File: src/shared/sgc_pkg.sv
// Constants of the global switch control bank at 0x05..0x09 and 0x20 and its helpers.
// Assumes one 100 MHz core clock and an 8-bit register port.
// Function
// - Feature bit 7 turns on 802.1Q VLAN forwarding; resets to 0.
// - Feature bit 6 sends every IGMP packet to the host MII port.
// - Bits 5 and 4 enable MLD snooping and its option; both reset 0.
// - Bit 3 clear: strict priority, highest non-empty queue always sent first.
// - Bit 3 set with all queues busy: bandwidth shared 8:4:2:1.
// - Any queue empty: highest non-empty queue gets one extra weight unit.
// - Sniff bit set: mirror only when both source and destination match.
// - Sniff bit clear: mirror when source or destination matches.
// - Host bit 6 half duplex; reset value from duplex strap.
// - Host bit 5 flow control; reset value from flow control strap.
// - Host bit 4 selects 10 Mb; reset value from speed strap.
// - Host bit 3 replaces NULL VID of tagged frames with port VID.
// - Storm limit is 11 bits: high three in 0x06, low eight in 0x07.
// - Limit counts 64-byte blocks per port over 67 ms or 500 ms.
// - Multicast exclusion on: only broadcast regulated; else group DAs too.
package sgc_pkg;
  localparam logic [7:0] ADDR_FEATURE   = 8'h05;
  localparam logic [7:0] ADDR_HOST      = 8'h06;
  localparam logic [7:0] ADDR_RATE_LO   = 8'h07;
  localparam logic [7:0] ADDR_TEST_A    = 8'h08;
  localparam logic [7:0] ADDR_TEST_B    = 8'h09;
  localparam logic [7:0] ADDR_STORM_OPT = 8'h20;

  localparam int BIT_VLAN      = 7;
  localparam int BIT_IGMP      = 6;
  localparam int BIT_MLD       = 5;
  localparam int BIT_MLD_OPT   = 4;
  localparam int BIT_WFQ       = 3;
  localparam int BIT_SNIFF_AND = 0;
  localparam int BIT_REPEATER  = 7;
  localparam int BIT_HALF      = 6;
  localparam int BIT_FLOWCTL   = 5;
  localparam int BIT_10M       = 4;
  localparam int BIT_NULL_VID  = 3;
  localparam int BIT_RATE_HI   = 0;
  localparam int BIT_MC_EXCL   = 0;

  localparam logic [7:0] RST_FEATURE  = 8'h00;
  localparam logic [7:0] RST_HOST     = 8'h00;
  localparam logic [7:0] RST_RATE_LO  = 8'h63;
  localparam logic [7:0] RST_TEST_A   = 8'h00;
  localparam logic [7:0] RST_TEST_B   = 8'h24;
  localparam logic       RST_MC_EXCL  = 1'b1;
  localparam logic [7:0] FEATURE_MASK = 8'hF9;

  localparam logic [3:0] WEIGHT_TOP    = 4'h8;
  localparam logic [3:0] WEIGHT_SECOND = 4'h4;
  localparam logic [3:0] WEIGHT_THIRD  = 4'h2;
  localparam logic [3:0] WEIGHT_LOWEST = 4'h1;

  localparam int CLK_MHZ        = 100;
  localparam int PERIOD_100M_MS = 67;
  localparam int PERIOD_10M_MS  = 500;
  localparam int PERIOD_100M_CYC = PERIOD_100M_MS * 1000 * CLK_MHZ;
  localparam int PERIOD_10M_CYC  = PERIOD_10M_MS * 1000 * CLK_MHZ;

  typedef enum logic [1:0] {
    SGC_CAP_WAIT0 = 2'b00,
    SGC_CAP_WAIT1 = 2'b01,
    SGC_CAP_WAIT2 = 2'b11,
    SGC_CAP_DONE  = 2'b10
  } sgc_cap_e;
endpackage

File: src/sgc_global_ctrl.sv
// Global control bank: feature enables, host MII setup, storm limiter,
// egress queue scheduler, sniff match and NULL VID replacement.
// Assumes a register master that holds no strobe during reset and
// packet-side inputs that are synchronous to mclk_in.
//
// Decided for this implementation: the address-and-strobe port.
`timescale 1ns/1ps
module sgc_global_ctrl #(
  parameter int NPORTS          = 3,
  parameter int BLK_W           = 5,
  parameter int PERIOD_100M_CYC = sgc_pkg::PERIOD_100M_CYC,
  parameter int PERIOD_10M_CYC  = sgc_pkg::PERIOD_10M_CYC
) (
  input  wire logic                      mclk_in,
  input  wire logic                      rst_in,
  input  wire logic [7:0]                reg_addr_in,
  input  wire logic [7:0]                reg_wdata_in,
  input  wire logic                      reg_wr_in,
  input  wire logic                      reg_rd_in,
  output logic      [7:0]                reg_rdata_out,
  input  wire logic                      host_rx_data_strap_duplex_in,
  input  wire logic                      host_rx_data_strap_flowctl_in,
  input  wire logic                      host_rx_data_strap_speed_in,
  output logic                           vlan_enable_out,
  output logic                           igmp_snoop_out,
  output logic                           mld_snoop_out,
  output logic                           mld_option_out,
  output logic                           repeater_out,
  output logic                           host_half_duplex_out,
  output logic                           host_flowctl_out,
  output logic                           host_10m_out,
  input  wire logic [3:0]                queue_busy_in,
  input  wire logic                      sched_req_in,
  output logic      [3:0]                grant_out,
  output logic                           grant_valid_out,
  input  wire logic                      sniff_check_in,
  input  wire logic                      sniff_src_match_in,
  input  wire logic                      sniff_dst_match_in,
  output logic                           mirror_out,
  input  wire logic                      igmp_pkt_in,
  output logic                           to_host_out,
  input  wire logic                      vid_check_in,
  input  wire logic                      vid_tagged_in,
  input  wire logic [11:0]               vid_in,
  input  wire logic [11:0]               port_vid_in,
  output logic      [11:0]               vid_out,
  input  wire logic                      link_10m_in,
  input  wire logic                      pkt_valid_in,
  input  wire logic [1:0]                pkt_port_in,
  input  wire logic                      pkt_da_bcast_in,
  input  wire logic                      pkt_da_group_in,
  input  wire logic [BLK_W-1:0]          pkt_blocks_in,
  output logic                           drop_out,
  output logic                           period_start_out
);
  import sgc_pkg::*;

  localparam int CNT_W    = 12;
  localparam int PERIOD_W = 26;

  initial begin
    if (NPORTS < 1 || NPORTS > 4 || BLK_W < 1 || BLK_W > 8 ||
        PERIOD_100M_CYC < 2 || PERIOD_10M_CYC < 2 ||
        PERIOD_10M_CYC >= (1 << PERIOD_W) || PERIOD_100M_CYC >= (1 << PERIOD_W)) begin
      $error("sgc_global_ctrl: unsupported parameter values");
    end
  end

  typedef struct packed {
    sgc_cap_e                       cap;
    logic [2:0]                     sync1;
    logic [2:0]                     sync2;
    logic [7:0]                     feat;
    logic [7:0]                     host;
    logic [7:0]                     rate_lo;
    logic [7:0]                     test_a;
    logic [7:0]                     test_b;
    logic                           mc_excl;
    logic [7:0]                     rdata;
    logic [3:0][3:0]                credit;
    logic [3:0]                     grant;
    logic                           grant_valid;
    logic                           mirror;
    logic                           to_host;
    logic [11:0]                    vid;
    logic                           drop;
    logic                           period_start;
    logic [PERIOD_W-1:0]            period_cnt;
    logic [NPORTS-1:0][CNT_W-1:0]   blk_cnt;
  } sgc_state_s;

  sgc_state_s st;
  sgc_state_s next_st;

  logic [3:0][3:0] weight;
  logic [3:0][3:0] eff;
  logic [3:0]      top_busy;
  logic [3:0]      pick;
  logic            has_credit;
  logic [10:0]     limit;
  logic            regulated;
  logic [CNT_W-1:0] cur_cnt;
  logic [CNT_W:0]   sum_cnt;

  assign weight = {WEIGHT_TOP, WEIGHT_SECOND, WEIGHT_THIRD, WEIGHT_LOWEST};
  assign limit  = {st.host[BIT_RATE_HI +: 3], st.rate_lo};

  // ---------------------------------------------------------------
  // Scheduler selection
  // ---------------------------------------------------------------
  always_comb begin
    top_busy   = 4'h0;
    has_credit = 1'b0;
    pick       = 4'h0;
    for (int i = 3; i >= 0; i--) begin
      if (queue_busy_in[i] && top_busy == 4'h0) begin
        top_busy[i] = 1'b1;
      end
      if (queue_busy_in[i] && st.credit[i] != 4'h0) begin
        has_credit = 1'b1;
      end
    end
    eff = st.credit;
    if (!has_credit) begin
      // A new round starts only once every busy queue spent its share
      for (int i = 0; i < 4; i++) begin
        eff[i] = weight[i];
        if (top_busy[i] && queue_busy_in != 4'hF) begin
          eff[i] = weight[i] + 4'h1;
        end
      end
    end
    for (int i = 3; i >= 0; i--) begin
      if (queue_busy_in[i] && pick == 4'h0) begin
        if (!st.feat[BIT_WFQ] || eff[i] != 4'h0) begin
          pick[i] = 1'b1;
        end
      end
    end
  end

  // ---------------------------------------------------------------
  // Storm limiter helpers
  // ---------------------------------------------------------------
  always_comb begin
    regulated = pkt_da_bcast_in || (!st.mc_excl && pkt_da_group_in);
    cur_cnt   = '0;
    for (int p = 0; p < NPORTS; p++) begin
      if (pkt_port_in == 2'(p)) begin
        cur_cnt = st.blk_cnt[p];
      end
    end
    sum_cnt = {1'b0, cur_cnt} + (CNT_W + 1)'(pkt_blocks_in);
  end

  // ---------------------------------------------------------------
  // Next state
  // ---------------------------------------------------------------
  always_comb begin
    next_st              = st;
    next_st.sync1        = {host_rx_data_strap_duplex_in, host_rx_data_strap_flowctl_in,
                            host_rx_data_strap_speed_in};
    next_st.sync2        = st.sync1;
    next_st.rdata        = 8'h00;
    next_st.grant_valid  = 1'b0;
    next_st.drop         = 1'b0;
    next_st.period_start = 1'b0;

    // Straps settle through both synchroniser stages before being caught once;
    // the extra wait keeps the reset zero of the second stage from being caught
    unique case (st.cap)
      SGC_CAP_WAIT0: next_st.cap = SGC_CAP_WAIT1;
      SGC_CAP_WAIT1: next_st.cap = SGC_CAP_WAIT2;
      SGC_CAP_WAIT2: begin
        next_st.cap             = SGC_CAP_DONE;
        next_st.host[BIT_HALF]    = st.sync2[2];
        next_st.host[BIT_FLOWCTL] = st.sync2[1];
        next_st.host[BIT_10M]     = st.sync2[0];
      end
      SGC_CAP_DONE: next_st.cap = SGC_CAP_DONE;
    endcase

    if (reg_wr_in) begin
      unique case (reg_addr_in)
        ADDR_FEATURE:   next_st.feat    = reg_wdata_in;
        ADDR_HOST:      next_st.host    = reg_wdata_in;
        ADDR_RATE_LO:   next_st.rate_lo = reg_wdata_in;
        ADDR_TEST_A:    next_st.test_a  = reg_wdata_in;
        ADDR_TEST_B:    next_st.test_b  = reg_wdata_in;
        ADDR_STORM_OPT: next_st.mc_excl = reg_wdata_in[BIT_MC_EXCL];
        default:        next_st.mc_excl = st.mc_excl;
      endcase
    end
    if (reg_rd_in) begin
      unique case (reg_addr_in)
        ADDR_FEATURE:   next_st.rdata = st.feat;
        ADDR_HOST:      next_st.rdata = st.host;
        ADDR_RATE_LO:   next_st.rdata = st.rate_lo;
        ADDR_TEST_A:    next_st.rdata = st.test_a;
        ADDR_TEST_B:    next_st.rdata = st.test_b;
        ADDR_STORM_OPT: next_st.rdata = {7'h00, st.mc_excl};
        default:        next_st.rdata = 8'h00;
      endcase
    end

    if (sched_req_in && queue_busy_in != 4'h0) begin
      next_st.grant       = pick;
      next_st.grant_valid = 1'b1;
      if (st.feat[BIT_WFQ]) begin
        next_st.credit = eff;
        for (int i = 0; i < 4; i++) begin
          if (pick[i]) begin
            next_st.credit[i] = eff[i] - 4'h1;
          end
        end
      end
    end

    // Mirroring: AND mode for both directions, OR mode also covers rx-only sniff
    if (st.feat[BIT_SNIFF_AND]) begin
      next_st.mirror = sniff_check_in && sniff_src_match_in && sniff_dst_match_in;
    end else begin
      next_st.mirror = sniff_check_in && (sniff_src_match_in || sniff_dst_match_in);
    end
    next_st.to_host = igmp_pkt_in && st.feat[BIT_IGMP];

    if (vid_check_in) begin
      next_st.vid = vid_in;
      if (st.host[BIT_NULL_VID] && vid_tagged_in && vid_in == 12'h000) begin
        next_st.vid = port_vid_in;
      end
    end

    if (st.period_cnt == '0) begin
      next_st.period_start = 1'b1;
      next_st.period_cnt   = link_10m_in ? PERIOD_W'(PERIOD_10M_CYC - 1)
                                         : PERIOD_W'(PERIOD_100M_CYC - 1);
      next_st.blk_cnt      = '0;
    end else begin
      next_st.period_cnt = st.period_cnt - PERIOD_W'(1);
      if (pkt_valid_in && regulated && int'(pkt_port_in) < NPORTS) begin
        if (cur_cnt >= CNT_W'(limit)) begin
          next_st.drop = 1'b1;
        end else begin
          for (int p = 0; p < NPORTS; p++) begin
            if (pkt_port_in == 2'(p)) begin
              // Saturates so a long burst cannot wrap below the limit
              next_st.blk_cnt[p] = sum_cnt[CNT_W] ? {CNT_W{1'b1}} : sum_cnt[CNT_W-1:0];
            end
          end
        end
      end
    end
  end

  // ---------------------------------------------------------------
  // State register
  // ---------------------------------------------------------------
  always_ff @(posedge mclk_in or posedge rst_in) begin
    if (rst_in) begin
      st         <= '0;
      st.cap     <= SGC_CAP_WAIT0;
      st.feat    <= RST_FEATURE;
      st.host    <= RST_HOST;
      st.rate_lo <= RST_RATE_LO;
      st.test_a  <= RST_TEST_A;
      st.test_b  <= RST_TEST_B;
      st.mc_excl <= RST_MC_EXCL;
    end else begin
      st <= next_st;
    end
  end

  assign reg_rdata_out        = st.rdata;
  assign vlan_enable_out      = st.feat[BIT_VLAN];
  assign igmp_snoop_out       = st.feat[BIT_IGMP];
  assign mld_snoop_out        = st.feat[BIT_MLD];
  assign mld_option_out       = st.feat[BIT_MLD_OPT];
  assign repeater_out         = st.host[BIT_REPEATER];
  assign host_half_duplex_out = st.host[BIT_HALF];
  assign host_flowctl_out     = st.host[BIT_FLOWCTL];
  assign host_10m_out         = st.host[BIT_10M];
  assign grant_out            = st.grant;
  assign grant_valid_out      = st.grant_valid;
  assign mirror_out           = st.mirror;
  assign to_host_out          = st.to_host;
  assign vid_out              = st.vid;
  assign drop_out             = st.drop;
  assign period_start_out     = st.period_start;

  // ---------------------------------------------------------------
  // Checks
  // ---------------------------------------------------------------
  chk_vlan_write: assert property (@(posedge mclk_in) disable iff (rst_in)
    reg_wr_in && reg_addr_in == ADDR_FEATURE |=> vlan_enable_out == $past(reg_wdata_in[7]))
    else $error("vlan enable not written");
  chk_igmp_forward: assert property (@(posedge mclk_in) disable iff (rst_in)
    to_host_out |-> $past(igmp_pkt_in) && $past(igmp_snoop_out))
    else $error("igmp forward without cause");
  chk_mld_bits: assert property (@(posedge mclk_in) disable iff (rst_in)
    reg_rd_in && reg_addr_in == ADDR_FEATURE
    |=> reg_rdata_out[5:4] == {$past(mld_snoop_out), $past(mld_option_out)})
    else $error("mld bits mismatch");
  chk_strict_pick: assert property (@(posedge mclk_in) disable iff (rst_in)
    sched_req_in && !st.feat[BIT_WFQ] && queue_busy_in[3] |=> grant_out == 4'h8)
    else $error("strict priority violated");
  chk_wfq_round: assert property (@(posedge mclk_in) disable iff (rst_in)
    sched_req_in && st.feat[BIT_WFQ] && queue_busy_in == 4'hF && !has_credit
    |=> st.credit == {4'h7, 4'h4, 4'h2, 4'h1})
    else $error("weighted round reload wrong");
  chk_wfq_bonus: assert property (@(posedge mclk_in) disable iff (rst_in)
    sched_req_in && st.feat[BIT_WFQ] && queue_busy_in == 4'hB && !has_credit
    |=> st.credit[3] == 4'h8 && st.credit[2] == 4'h4)
    else $error("extra weight unit missing");
  chk_sniff_and: assert property (@(posedge mclk_in) disable iff (rst_in)
    sniff_check_in && st.feat[BIT_SNIFF_AND] && !sniff_dst_match_in |=> !mirror_out)
    else $error("and sniff mirrored a half match");
  chk_sniff_or: assert property (@(posedge mclk_in) disable iff (rst_in)
    sniff_check_in && !st.feat[BIT_SNIFF_AND] && sniff_src_match_in |=> mirror_out)
    else $error("or sniff missed a match");
  chk_strap_catch: assert property (@(posedge mclk_in) disable iff (rst_in)
    st.cap == SGC_CAP_WAIT2 ##1 !(($past(reg_wr_in) && $past(reg_addr_in) == ADDR_HOST))
    |-> host_half_duplex_out == $past(st.sync2[2]))
    else $error("duplex strap not caught");
  chk_null_vid: assert property (@(posedge mclk_in) disable iff (rst_in)
    vid_check_in && vid_tagged_in && vid_in == 12'h000 && st.host[BIT_NULL_VID]
    |=> vid_out == $past(port_vid_in))
    else $error("null vid not replaced");
  chk_storm_drop: assert property (@(posedge mclk_in) disable iff (rst_in)
    drop_out |-> $past(pkt_valid_in) && $past(cur_cnt) >= CNT_W'($past(limit)))
    else $error("drop below limit");
  chk_period_clear: assert property (@(posedge mclk_in) disable iff (rst_in)
    period_start_out |-> st.blk_cnt == '0)
    else $error("counts not cleared at period start");
endmodule

File: config.mk
export PLATFORM = sky130hd
export DESIGN_NAME = sgc_global_ctrl
export DESIGN_NICKNAME = d
export VERILOG_FILES = /design/src/shared/sgc_pkg.sv /design/src/sgc_global_ctrl.sv
export SDC_FILE = /design/constraint.sdc
export NUM_CORES = 1
export LEC_CHECK = 0
export ABC_AREA = 1
export BUFFER_PORTS_ARGS = -buffer_cell sky130_fd_sc_hd__clkbuf_2
export CAP_MARGIN = 20
export CORE_MARGIN = 5
export CORE_UTILIZATION = 54
export DETAILED_ROUTE_END_ITERATION = 16
export PLACE_DENSITY = 0.83
export SLEW_MARGIN = 10
export SYNTH_ARGS = -nofsm -noshare
export SYNTH_HDL_FRONTEND = slang
export SYNTH_SLANG_ARGS = --single-unit
File: constraint.sdc
create_clock -name mclk_in -period 7.4 [get_ports mclk_in]
set_input_delay 0.74 -clock mclk_in [delete_from_list [all_inputs] [get_ports mclk_in]]
set_output_delay 0.74 -clock mclk_in [all_outputs]
set_load 0.02 [all_outputs]
Word-level counts from Yosys, hierarchy flattened
Index checks and enable logic that the tools add are counted.
{ "op_classes": {"addsub": 6, "n_lt_le_gt_ge": 2, "eq_ne": 13, "n_mux": 53, "n_bitwise": 2, "n_reduce_logical": 64} }
{ "op_table": {"columns": ["op", "count"], "rows": [
  ["12-bit two-way mux", 8],
  ["36-bit two-way mux", 2],
  ["62-bit two-way mux", 1],
  ["8-bit case mux with 6 select lines", 1],
  ["4-bit nonzero test", 9],
  ["32-bit two-way mux", 1],
  ["8-bit two-way mux", 4],
  ["26-bit logical NOT", 1],
  ["1-bit two-way mux", 26],
  ["26-bit two-way mux", 1],
  ["26-bit by 1-bit subtractor with 26-bit output, second input constant", 1],
  ["8-bit by 3-bit == test with 1-bit output, second input constant", 3],
  ["1-bit logical AND", 24],
  ["8-bit by 4-bit == test with 1-bit output, second input constant", 2],
  ["16-bit two-way mux", 1],
  ["4-bit two-way mux", 4],
  ["4-bit by 1-bit subtractor with 4-bit output, second input constant", 4],
  ["2-bit AND reduction", 7],
  ["12-bit by 5-bit adder with 13-bit output", 1],
  ["12-bit by 11-bit greater-or-equal comparator with 1-bit output", 1],
  ["12-bit logical NOT", 1],
  ["3-bit AND reduction", 3],
  ["8-bit by 6-bit == test with 1-bit output, second input constant", 1],
  ["2-bit logical NOT", 4],
  ["15 further kinds", 29]
]} }
{ "word_totals": {"reg_bits": 156, "in_bits": 69, "out_inout_bits": 37, "elab_cells": 166} }

Logic depth before layout (Yosys ltp)
Gate-level depths: netlist (run 1).
{ "depth": {"word_depth": 27, "ltp_mapped": 22, "ltp_nobuf": 21} }

Worst setup path after synthesis (run 1)
OpenSTA, ideal clock, no wires.
{ "synth_path": {"path_type": "in2reg", "startpoint": "in pkt_port_in[0]", "endpoint": "reg st[33] in the netlist's numbering", "arrival_ns": 2.905, "required_ns": 7.271, "slack_ns": 4.366, "stages": 18, "cell_sequence": "inv_2 > nand2_2 > nor2_1 > a221oi_1 > inv_1 > ha_1 > fa_1 > nand3_1 > nand2_1 > nand2_1 > nand2_1 > nand2_1 > nor2_1 > nand2_1 > buf_2 > nand2_1 > o21ai_1 > o21ai_1"} }
{ "synth_via": {"elab_chain_cells": 10, "word_cells_on_any_way": 19} }
{ "synth_lines": {"columns": ["item", "line_no", "text"], "rows": [
  ["start: declaration", "sgc_global_ctrl.sv:49", "input wire logic [1:0] pkt_port_in,"],
  ["2-bit logical NOT", "sgc_global_ctrl.sv:149", "if (pkt_port_in == 2'(p)) begin"],
  ["12-bit two-way mux (3 in a row)", "sgc_global_ctrl.sv:149", null],
  ["12-bit by 5-bit adder with 13-bit output", "sgc_global_ctrl.sv:153", "sum_cnt = {1'b0, cur_cnt} + (CNT_W + 1)'(pkt_blocks_in);"],
  ["12-bit two-way mux", "sgc_global_ctrl.sv:248", "next_st.blk_cnt[p] = sum_cnt[CNT_W] ? {CNT_W{1'b1}} : sum_cnt[CNT_W-1:0];"],
  ["12-bit two-way mux", "sgc_global_ctrl.sv:246", "if (pkt_port_in == 2'(p)) begin"],
  ["36-bit two-way mux", "sgc_global_ctrl.sv:242", "if (cur_cnt >= CNT_W'(limit)) begin"],
  ["36-bit two-way mux", "sgc_global_ctrl.sv:241", "if (pkt_valid_in && regulated && int'(pkt_port_in) < NPORTS) begin"],
  ["62-bit two-way mux", "sgc_global_ctrl.sv:234", "if (st.period_cnt == '0) begin"],
  ["end signal: assignment", "sgc_global_ctrl.sv:270", "st <= next_st;"],
  ["end: declaration", "sgc_global_ctrl.sv:92", "sgc_state_s st;"]
]} }
Several ways; a longest one is shown, not always the timed one. The select of a mux whose other input is x is not followed.
A chain may end at the register's enable or synchronous reset.

Final worst setup path (run 1)
{ "layout_path": {"startpoint": "in pkt_port_in[0]", "endpoint": "reg st[19] in the netlist's numbering"} }
Same word-level chain as after synthesis.

==> flow_metrics.env, run 1 <==
export IMPL_grt_ovfl_total=0
export IMPL_relSlewSlack=0.406
export IMPL_syn_nets=1181
export IMPL_intPower_mw=1.57
export IMPL_yosysSeqAreaShare=0.464
export IMPL_crit_arrival_ns=3.66
export IMPL_pwr_density_cell_nw_per_um2=241
export IMPL_p_clk_frac=0.358
export IMPL_synth_edff_count=0
export IMPL_finalMaxSlewViolations=0
export IMPL_dpl_worst_slack_ns=3.71
export IMPL_grt_pass1_vias=7025
export IMPL_drive_gt1_frac=0.147
export IMPL_ir_worst_vdd_mv=0.211
export IMPL_cpMaxStageDelayCell="fa_1"
export IMPL_synth_warnings=0
export IMPL_coreArea_sq_um=15300
export IMPL_num_rows=45
export IMPL_finalNetCount=1265
export IMPL_swShare=0.313
export IMPL_crit_chain="clkbuf_2 -> inv_2 -> nand2_2 -> nor2_1 -> a221oi_1 -> inv_1 -> ha_1 -> fa_1 -> nand3_1 -> nand2_1 -> nand2_1 -> nand2_1 -> nand2_1 -> nor2_1 -> nand2_1 -> nand2_1 -> o21ai_1 -> o21ai_0"
export IMPL_hold_violations=0
export IMPL_switchingPower_uw=718
export IMPL_post_route_util=0.624
export IMPL_grt_pass1_wl_mm=33.2
export IMPL_routed_via_density=5.32
export IMPL_regArea_sq_um=3910
export IMPL_htree_levels=4
export IMPL_pwr_share_comb=0.198
export IMPL_place_inst=1362
export IMPL_outcome="finished, final reports clean"
export IMPL_seqPwrFrac=0.443
export IMPL_die_h_microns=135
export IMPL_drt_total_wl_mm=19.9
export IMPL_worstPathRequired_ns=7.70
export IMPL_hp_class="register to register"
export IMPL_firstDrtPassIters=6
export IMPL_crit_type="primary input to register"
export IMPL_worst_pin_slew_ns=0.885
export IMPL_critPathMaxStageDelay_ns=0.42
export IMPL_n_fill_cell=1294
export IMPL_fin_ws_ns=4.04
export IMPL_numCtsBuffers=17
export IMPL_post_cts_buffers=0
export IMPL_avgSynthCellArea_sq_um=7.76
export IMPL_place_port_buffers=105
export IMPL_final_cell_mix="nand2_1 (309), dfrtp_1 (149), inv_1 (127)"
export IMPL_stdcell_count=1394
export IMPL_clk_pin_slew_ns=0.06
export IMPL_worstPathMaxFanout=11
export IMPL_place_hpwl_mm=14.3
export IMPL_grt_usage=0.224
export IMPL_synth_ff_type="dfrtp_1"
export IMPL_syn_inst=1086
export IMPL_die_area_sq_um=18200
export IMPL_setup_tns_final_ns=0
export IMPL_startpoint_type="primary input"
export IMPL_layout_commonest_cell="nand2_1"
export IMPL_area_growth_synth_to_final_pct=13.0
export IMPL_wl_per_cell_microns=14.3
export IMPL_cp_common_cell="nand2_1"
export IMPL_grt_max_degree=96
export IMPL_power_leakage_nw=4.84
export IMPL_clockBufferDepth=2
export IMPL_cts_tree="done"
export IMPL_io_pins=106
export IMPL_rsz0062_at_grt="false"
export IMPL_die_width_microns=135
export IMPL_fmaxAchievable_mhz=297
export IMPL_multiInputGateArea_sq_um=3750
export IMPL_crit_path_end_kind="register"
export IMPL_num_vias=7418
export IMPL_async_flop_share=1.00
export IMPL_finalCritPeriodShare=0.454
export IMPL_drt_iter0_drc=663
export IMPL_initial_utilization=0.553
export IMPL_ctsRootBufferMaster="clkbuf_16"
export IMPL_final_antenna_net_count=0
export IMPL_insertion_delay_ns=0.43
export IMPL_synth_distinct_cells=44
export IMPL_antenna_cells=0
export IMPL_maxCapViolCount=0
export IMPL_ctsResizeCount=0
export IMPL_cts_hold_buf=0
export IMPL_synth_seq_cells=156
export IMPL_synth_area_sq_um=8430
export IMPL_place_gp_congestion=0.910
export IMPL_cts_sinks=156
export IMPL_setup_viol=0
export IMPL_antenna_found_initial=0
export IMPL_drc=0
export IMPL_fin_crit_ns=3.36
export IMPL_clock_skew_ns=0.00816
state kept, by name (all words and copies together), names as in the netlist:
register	cells
mld_option_out	1
igmp_snoop_out	1
next_st	3
reg_rdata_out	8
host_half_duplex_out	1
to_host_out	1
host_10m_out	1
mld_snoop_out	1
mirror_out	1
period_start_out	1
st	105
vid_out	12
repeater_out	1
host_flowctl_out	1
drop_out	1
grant_out	4
limit	11
vlan_enable_out	1
grant_valid_out	1
metal layers:
metal,vias to the layer above,share of wire,global-route usage
met1,3462,0.45,0.309
met4,0,0.013,0.0622
met2,278,0.47,0.360
li1,3655,-,-
met5,-,0,0
met3,23,0.070,0.0492
synth_stat cells (17+ instances only):
master	number	area share
nor2_1	97	0.043
nor3_1	17	0.010
buf_4	26	0.023
nand4_1	17	0.013
inv_1	128	0.057
ha_1	25	0.037
a21oi_1	35	0.021
dfrtp_1	149	0.44
a31oi_1	18	0.013
xor2_1	21	0.022
nand3_1	81	0.048
o21ai_0	69	0.041
nand2_1	309	0.14
metrics by stage:
step | hold slack (ns) | instance area, sq um | power [mW]
floorplan | 0.331 | 8430 | 1.36
global placement | 0.333 | 8970 | 1.46
detailed placement | 0.335 | 8970 | 1.48
CTS | 0.348 | 9530 | 2.30
global route | 0.360 | 9530 | 2.42
finish | 0.347 | 9530 | 2.29
cells by family (layout without fill, tap and decap cells):
kind of cell | Yosys count | in the layout | synth area share
XOR/XNOR | 26 | 26 | 0.0270
buffers and inverters | 175 | 272 | 0.0911
AO/OA/AOI/OAI | 157 | 157 | 0.104
flip-flops | 156 | 156 | 0.464
adder cells (fa/ha/maj) | 26 | 26 | 0.0395
AND/OR/NAND/NOR | 546 | 546 | 0.274
path summary, 6_finish.rpt:
path                       depth (start not counted)  slack [ns]            to           start
setup / recovery                                  18        4.04        st[19]  pkt_port_in[0]
hold reg to reg                                    0        0.35       st[149]    next_st[149]
setup reg to reg                                  17        4.21        st[84]          st[89]
min in group asynchronous                          2        0.48  next_st[149]          rst_in
hold / removal                                     0        0.35       st[149]    next_st[149]
max in group asynchronous                          3        5.64       st[109]          rst_in
area by class of cell:
class | count | share of cell area
inverters | 132 | 0.0525
flip-flops and latches | 156 | 0.411
multi-input cells | 755 | 0.394
well taps | 211 | 0.0277
repair buffers | 108 | 0.0575
clock inverters | 12 | 0.0121
clock buffers | 20 | 0.0458
critical path, delay by kind of cell:
kind | cells | cell delay (ns)
adder cells (fa/ha/maj) | 2 | 0.66
AO/OA/AOI/OAI | 3 | 0.70
AND/OR/NAND/NOR | 10 | 1.23
buffers and inverters | 3 | 0.32
power groups by stage:
stage | Clock, mW | Sequential (mW) | Combinational, mW
3_5_place_dp | 0 | 1.03 | 0.450
3_3_place_gp | 0 | 1.03 | 0.435
2_1_floorplan | 0 | 1.01 | 0.343
4_1_cts | 0.830 | 1.01 | 0.455
6_report | 0.822 | 1.02 | 0.454
5_1_grt | 0.872 | 1.03 | 0.517
Note: power is estimated with default switching activity, not from simulation.
==> run 2: changes to the inputs <==
Clock period 7.4 ns to 3.45 ns, I/O delays scaled along.
==> run 2 against run 1 <==
Compared with the run above: combinational power rose by 110%; total power increased by 120%; sequential share of layout area fell by 0.47 points; first-iteration DRC count fell by 0.90%; via count is 0.84% higher; final area is 1.2% higher.
==> flow_metrics.env, run 2 (same netlist as run 1, synthesis figures left out) <==
export IMPL_insertion_delay_ns=0.43
export IMPL_largest_register="st"
export IMPL_hold_violations=0
export IMPL_firstDrtPassIters=7
export IMPL_critPathMaxStageDelay_ns=0.41
export IMPL_cpMaxStageDelayCell="dfrtp_1"
export IMPL_crit_path_end_kind="register"
export IMPL_drc=0
export IMPL_crit_type="register to register"
export IMPL_rsz0062_at_grt="false"
export IMPL_maxCapViolCount=0
export IMPL_coreArea_sq_um=15300
export IMPL_power_leakage_nw=4.89
export IMPL_ctsRootBufferMaster="clkbuf_16"
export IMPL_antenna_found_initial=0
export IMPL_finalNetCount=1275
export IMPL_cts_tree="done"
export IMPL_wl_per_cell_microns=13.9
export IMPL_hp_class="primary input to register"
export IMPL_place_inst=1371
export IMPL_numCtsBuffers=17
export IMPL_drt_iter0_drc=657
export IMPL_whs_endpoint="next_st[150]"
export IMPL_worstPathRequired_ns=3.77
export IMPL_cp_common_cell="nand2_1"
export IMPL_grt_ovfl_total=0
export IMPL_largest_reg_flops=105
export IMPL_finalMaxSlewViolations=0
export IMPL_finalCritPeriodShare=0.891
export IMPL_place_hpwl_mm=14.0
export IMPL_grt_max_degree=114
export IMPL_worst_pin_slew_ns=1.01
export IMPL_initial_utilization=0.553
export IMPL_crit_chain="nor2_1 -> nand2_1 -> nand2_1 -> nand2_1 -> inv_1 -> nand2_1 -> nand2_1 -> nand2_1 -> inv_1 -> ha_1 -> inv_1 -> nor4_1 -> nand2_1 -> nand2_1 -> nand2_1 -> nor2_1 -> nand3_1 -> nand2_1 -> nand3_1"
export IMPL_outcome="finished, final reports clean"
export IMPL_critPathLaunch="st[89]"
export IMPL_startpoint_type="register"
export IMPL_clockBufferDepth=2
export IMPL_layout_commonest_cell="nand2_1"
export IMPL_r2r_slack_ns=0.37
export IMPL_place_gp_congestion=0.898
export IMPL_relSlewSlack=0.322
export IMPL_crit_arrival_ns=3.39
export IMPL_pwr_density_cell_nw_per_um2=516
export IMPL_die_area_sq_um=18200
export IMPL_clock_skew_ns=0.0113
export IMPL_holdWs_ns=0.0215
export IMPL_num_vias=7480
export IMPL_final_antenna_net_count=0
export IMPL_hold_depth=1
export IMPL_ir_worst_vdd_mv=0.431
export IMPL_place_port_buffers=105
export IMPL_routed_via_density=5.33
export IMPL_reg2regPathDepth=19
export IMPL_io_pins=106
export IMPL_n_fill_cell=1281
export IMPL_cts_sinks=156
export IMPL_die_h_microns=135
export IMPL_htree_levels=4
export IMPL_ctsResizeCount=0
export IMPL_clk_pin_slew_ns=0.07
export IMPL_worstReg2RegEnd="st[85]"
export IMPL_stdcell_count=1404
export IMPL_grt_pass1_wl_mm=33.5
export IMPL_drt_total_wl_mm=19.6
export IMPL_final_area_sq_um=9640
export IMPL_drive_gt1_frac=0.156
export IMPL_dpl_cell_area_sq_um=9050
export IMPL_setup_tns_final_ns=0
export IMPL_reg2reg_from="st[89]"
export IMPL_fmaxAchievable_mhz=325
export IMPL_setup_viol=0
export IMPL_final_cell_mix="nand2_1 (309), dfrtp_1 (149), inv_1 (127)"
export IMPL_fin_crit_ns=3.08
export IMPL_num_rows=45
export IMPL_area_growth_synth_to_final_pct=14.3
export IMPL_worstPathMaxFanout=11
export IMPL_antenna_cells=0
export IMPL_grt_pass1_vias=7178
export IMPL_min_from="host_rx_data_strap_duplex_in"
export IMPL_die_width_microns=135
export IMPL_grt_usage=0.226
-- run 2: what timing repair did --
| action | 4_1_cts | 5_1_grt |
|---|---|---|
| buffers inserted | 0 | 0 |
| hold endpoints to repair | 16 | 0 |
| hold buffers | 1 | 0 |
-- run 2: critical path: cells and delay by family, from the launching register on --
| kind | cells | cell delay [ns] |
|---|---|---|
| DFF | 1 | 0.41 |
| adders and majority gates | 1 | 0.15 |
| buffers and inverters | 3 | 0.20 |
| and+or+nand+nor | 15 | 2.19 |
-- run 2: area by class of cell --
class                   count  area, sq um  share of cell area
clock buffers              18          439              0.0456
clock inverters            14          135              0.0140
inverters                 132          499              0.0518
multi-input cells         755         3750               0.389
flip-flops and latches    156         3910               0.406
well taps                 211          264              0.0274
repair buffers            118          638              0.0662
-- run 2: metrics by stage --
stage	setup WS [ns]	utilization	power, mW
finish	0.374	0.632	4.97
global placement	0.463	0.593	3.14
floorplan	0.811	-	2.91
global route	0.0157	0.632	5.26
CTS	0.434	0.632	4.99
detailed placement	0.328	0.593	3.17
-- run 2: worst max path at each step --
stage	depth (start not counted)	slack (ns)	endpoint
after floorplan	18	0.81	st[33]
after global placement	19	0.46	st[16]
after detailed placement	19	0.33	st[14]
after CTS	19	0.43	st[85]
after global routing	19	0.02	st[83]
final	19	0.37	st[85]
-- run 2: report_power, final --
part	leakage, nW	internal (mW)	switching, mW	total, mW
combinational	2.69	0.341	0.634	0.976
sequential	1.94	2.04	0.133	2.18
clock	0.269	1.02	0.798	1.82
-- run 2: layer usage --
layer	global-route usage	part of all wire	vias to the layer above
met2	0.356	0.45	270
met3	0.0466	0.067	46
met1	0.305	0.45	3479
li1	-	-	3685
met5	0	0	-
met4	0.0924	0.026	0
==> run 3: changes to the inputs <==
Settings changed: BUFFER_PORTS_ARGS -buffer_cell sky130_fd_sc_hd__clkbuf_2 to -buffer_cell sky130_fd_sc_hd__buf_2.
==> run 3 against run 2 <==
Compared with the run above: sequential share of layout area barely moved; sequential power barely moved; flip-flop and latch count did not move; cell count barely moved; non-clock buffer count fell by 1; worst setup slack improved by 0.053 ns; die area did not move; clock skew fell by 0.0014 ns; register-to-register slack improved by 0.05 ns; the run now ends with negative hold slack left; critical endpoint is now st[83]; global-route usage rose by 0.12 points.
==> flow_metrics.env, run 3 (same netlist as run 1, synthesis figures left out) <==
export IMPL_outcome="complete, but fails checks"
export IMPL_violations="negative hold slack"
export IMPL_grt_usage=0.227
export IMPL_ctsRootBufferMaster="clkbuf_16"
export IMPL_startpoint_type="register"
export IMPL_finalMaxSlewViolations=0
export IMPL_cts_hold_buf=0
export IMPL_reg2regPathDepth=19
export IMPL_clockBufferDepth=2
export IMPL_antenna_found_initial=0
export IMPL_critPathMaxStageDelay_ns=0.41
export IMPL_clk_pin_slew_ns=0.07
export IMPL_cp_top_family="simple AND/OR/NAND/NOR gates"
export IMPL_wl_per_cell_microns=14.2
export IMPL_multiInputGateArea_sq_um=3750
export IMPL_post_route_util=0.632
export IMPL_ir_worst_vdd_mv=0.385
export IMPL_worst_pin_slew_ns=0.779
export IMPL_largest_reg_flops=105
export IMPL_die_width_microns=135
export IMPL_r2r_slack_ns=0.43
export IMPL_grt_pass1_vias=7154
export IMPL_final_antenna_net_count=0
export IMPL_regArea_sq_um=3910
export IMPL_cp_common_cell="nand2_1"
export IMPL_initial_utilization=0.553
export IMPL_hold_violations=27
export IMPL_coreArea_sq_um=15300
export IMPL_holdWs_ns=-0.0116
export IMPL_numCtsBuffers=17
export IMPL_pwr_density_cell_nw_per_um2=520
export IMPL_num_vias=7475
export IMPL_crit_chain="nor2_1 -> nand2_1 -> nand2_1 -> nand2_1 -> inv_1 -> nand2_1 -> nand2_1 -> nand2_1 -> inv_1 -> ha_1 -> inv_1 -> nor4_1 -> nand2_1 -> nand2_1 -> nand2_1 -> nor2_1 -> nand3_1 -> nand3_1 -> nand2_1"
export IMPL_crit_arrival_ns=3.35
export IMPL_place_gp_congestion=0.893
export IMPL_layout_commonest_cell="nand2_1"
export IMPL_finalNetCount=1274
export IMPL_io_pins=106
export IMPL_worstPathMaxFanout=11
export IMPL_fmaxAchievable_mhz=331
export IMPL_relSlewSlack=0.477
export IMPL_htree_levels=4
export IMPL_finalCritPeriodShare=0.876
export IMPL_power_leakage_nw=4.90
export IMPL_ctsResizeCount=0
export IMPL_hp_class="primary input to async pin"
export IMPL_insertion_delay_ns=0.44
export IMPL_final_area_sq_um=9640
export IMPL_drc=0
export IMPL_rsz0062_at_grt="false"
export IMPL_firstDrtPassIters=6
export IMPL_antenna_cells=0
export IMPL_place_hpwl_mm=14.1
export IMPL_maxCapViolCount=0
export IMPL_grt_ovfl_total=0
export IMPL_dpl_cell_area_sq_um=9050
export IMPL_area_growth_synth_to_final_pct=14.3
export IMPL_worstReg2RegEnd="st[83]"
export IMPL_grt_max_degree=78
export IMPL_p_clk_frac=0.369
export IMPL_intPower_mw=3.44
export IMPL_grt_pass1_wl_mm=33.6
export IMPL_cts_sinks=156
export IMPL_largest_register="st"
export IMPL_die_area_sq_um=18200
export IMPL_fin_crit_ns=3.02
export IMPL_drt_iter0_drc=645
export IMPL_reg2reg_from="st[89]"
export IMPL_swShare=0.315
export IMPL_setup_tns_final_ns=0
export IMPL_path_buf_inv=3
export IMPL_n_fill_cell=1306
export IMPL_routed_via_density=5.33
export IMPL_pwr_share_comb=0.197
export IMPL_cts_tree="done"
export IMPL_drt_total_wl_mm=19.9
export IMPL_crit_type="register to register"
export IMPL_drive_gt1_frac=0.155
export IMPL_die_h_microns=135
export IMPL_final_cell_mix="nand2_1 (309), dfrtp_1 (149), inv_1 (127)"
export IMPL_switchingPower_mw=1.58
export IMPL_post_cts_buffers=0
export IMPL_worstPathRequired_ns=3.78
export IMPL_num_rows=45
export IMPL_clock_skew_ns=0.00995
export IMPL_setup_viol=0
export IMPL_place_port_buffers=105
export IMPL_seqPwrFrac=0.433
export IMPL_crit_path_end_kind="register"
export IMPL_cpMaxStageDelayCell="dfrtp_1"
run 3: per-stage QoR:
| step | setup WS (ns) | total power [mW] | cells |
|---|---|---|---|
| 5_1_grt | 0.0302 | 5.29 | 1403 |
| 3_5_place_dp | 0.385 | 3.17 | 1370 |
| 6_report | 0.427 | 5.02 | 1403 |
| 4_1_cts | 0.431 | 5.02 | 1402 |
| 3_3_place_gp | 0.466 | 3.14 | 1370 |
| 2_1_floorplan | 0.811 | 2.91 | 1086 |
run 3: worst max-delay path by stage:
stage	startpoint	to	slack [ns]	cells past startpoint
after global routing	st[89]	st[84]	0.03	19
final	st[89]	st[83]	0.43	19
after global placement	pkt_port_in[0]	st[4]	0.47	19
after CTS	st[89]	st[84]	0.43	19
after floorplan	pkt_port_in[0]	st[33]	0.81	18
after detailed placement	pkt_port_in[0]	st[29]	0.39	19
run 3: final cells by class:
class / count / area share
clock buffers: 20 / 0.0474
well taps: 211 / 0.0274
repair buffers: 117 / 0.0649
inverters: 132 / 0.0518
multi-input cells: 755 / 0.389
clock inverters: 12 / 0.0136
flip-flops and latches: 156 / 0.406
run 3: power groups by stage:
stage	combinational (mW)	sequential [mW]	clock, mW
after floorplan	0.735	2.17	0
after global placement	0.942	2.20	0
after detailed placement	0.977	2.20	0
after CTS	0.985	2.17	1.87
after global routing	1.13	2.19	1.97
final	0.989	2.17	1.85
run 3: routing by layer:
metal  global-route usage  wire length (microns)  part of all wire  vias up
li1                     -                      -                 -     3683
met1                0.300                   8810              0.44     3478
met2                0.369                   9160              0.46      264
met3               0.0544                   1480             0.074       50
met4               0.0767                    467             0.023        0
met5                    0                      0                 0        -
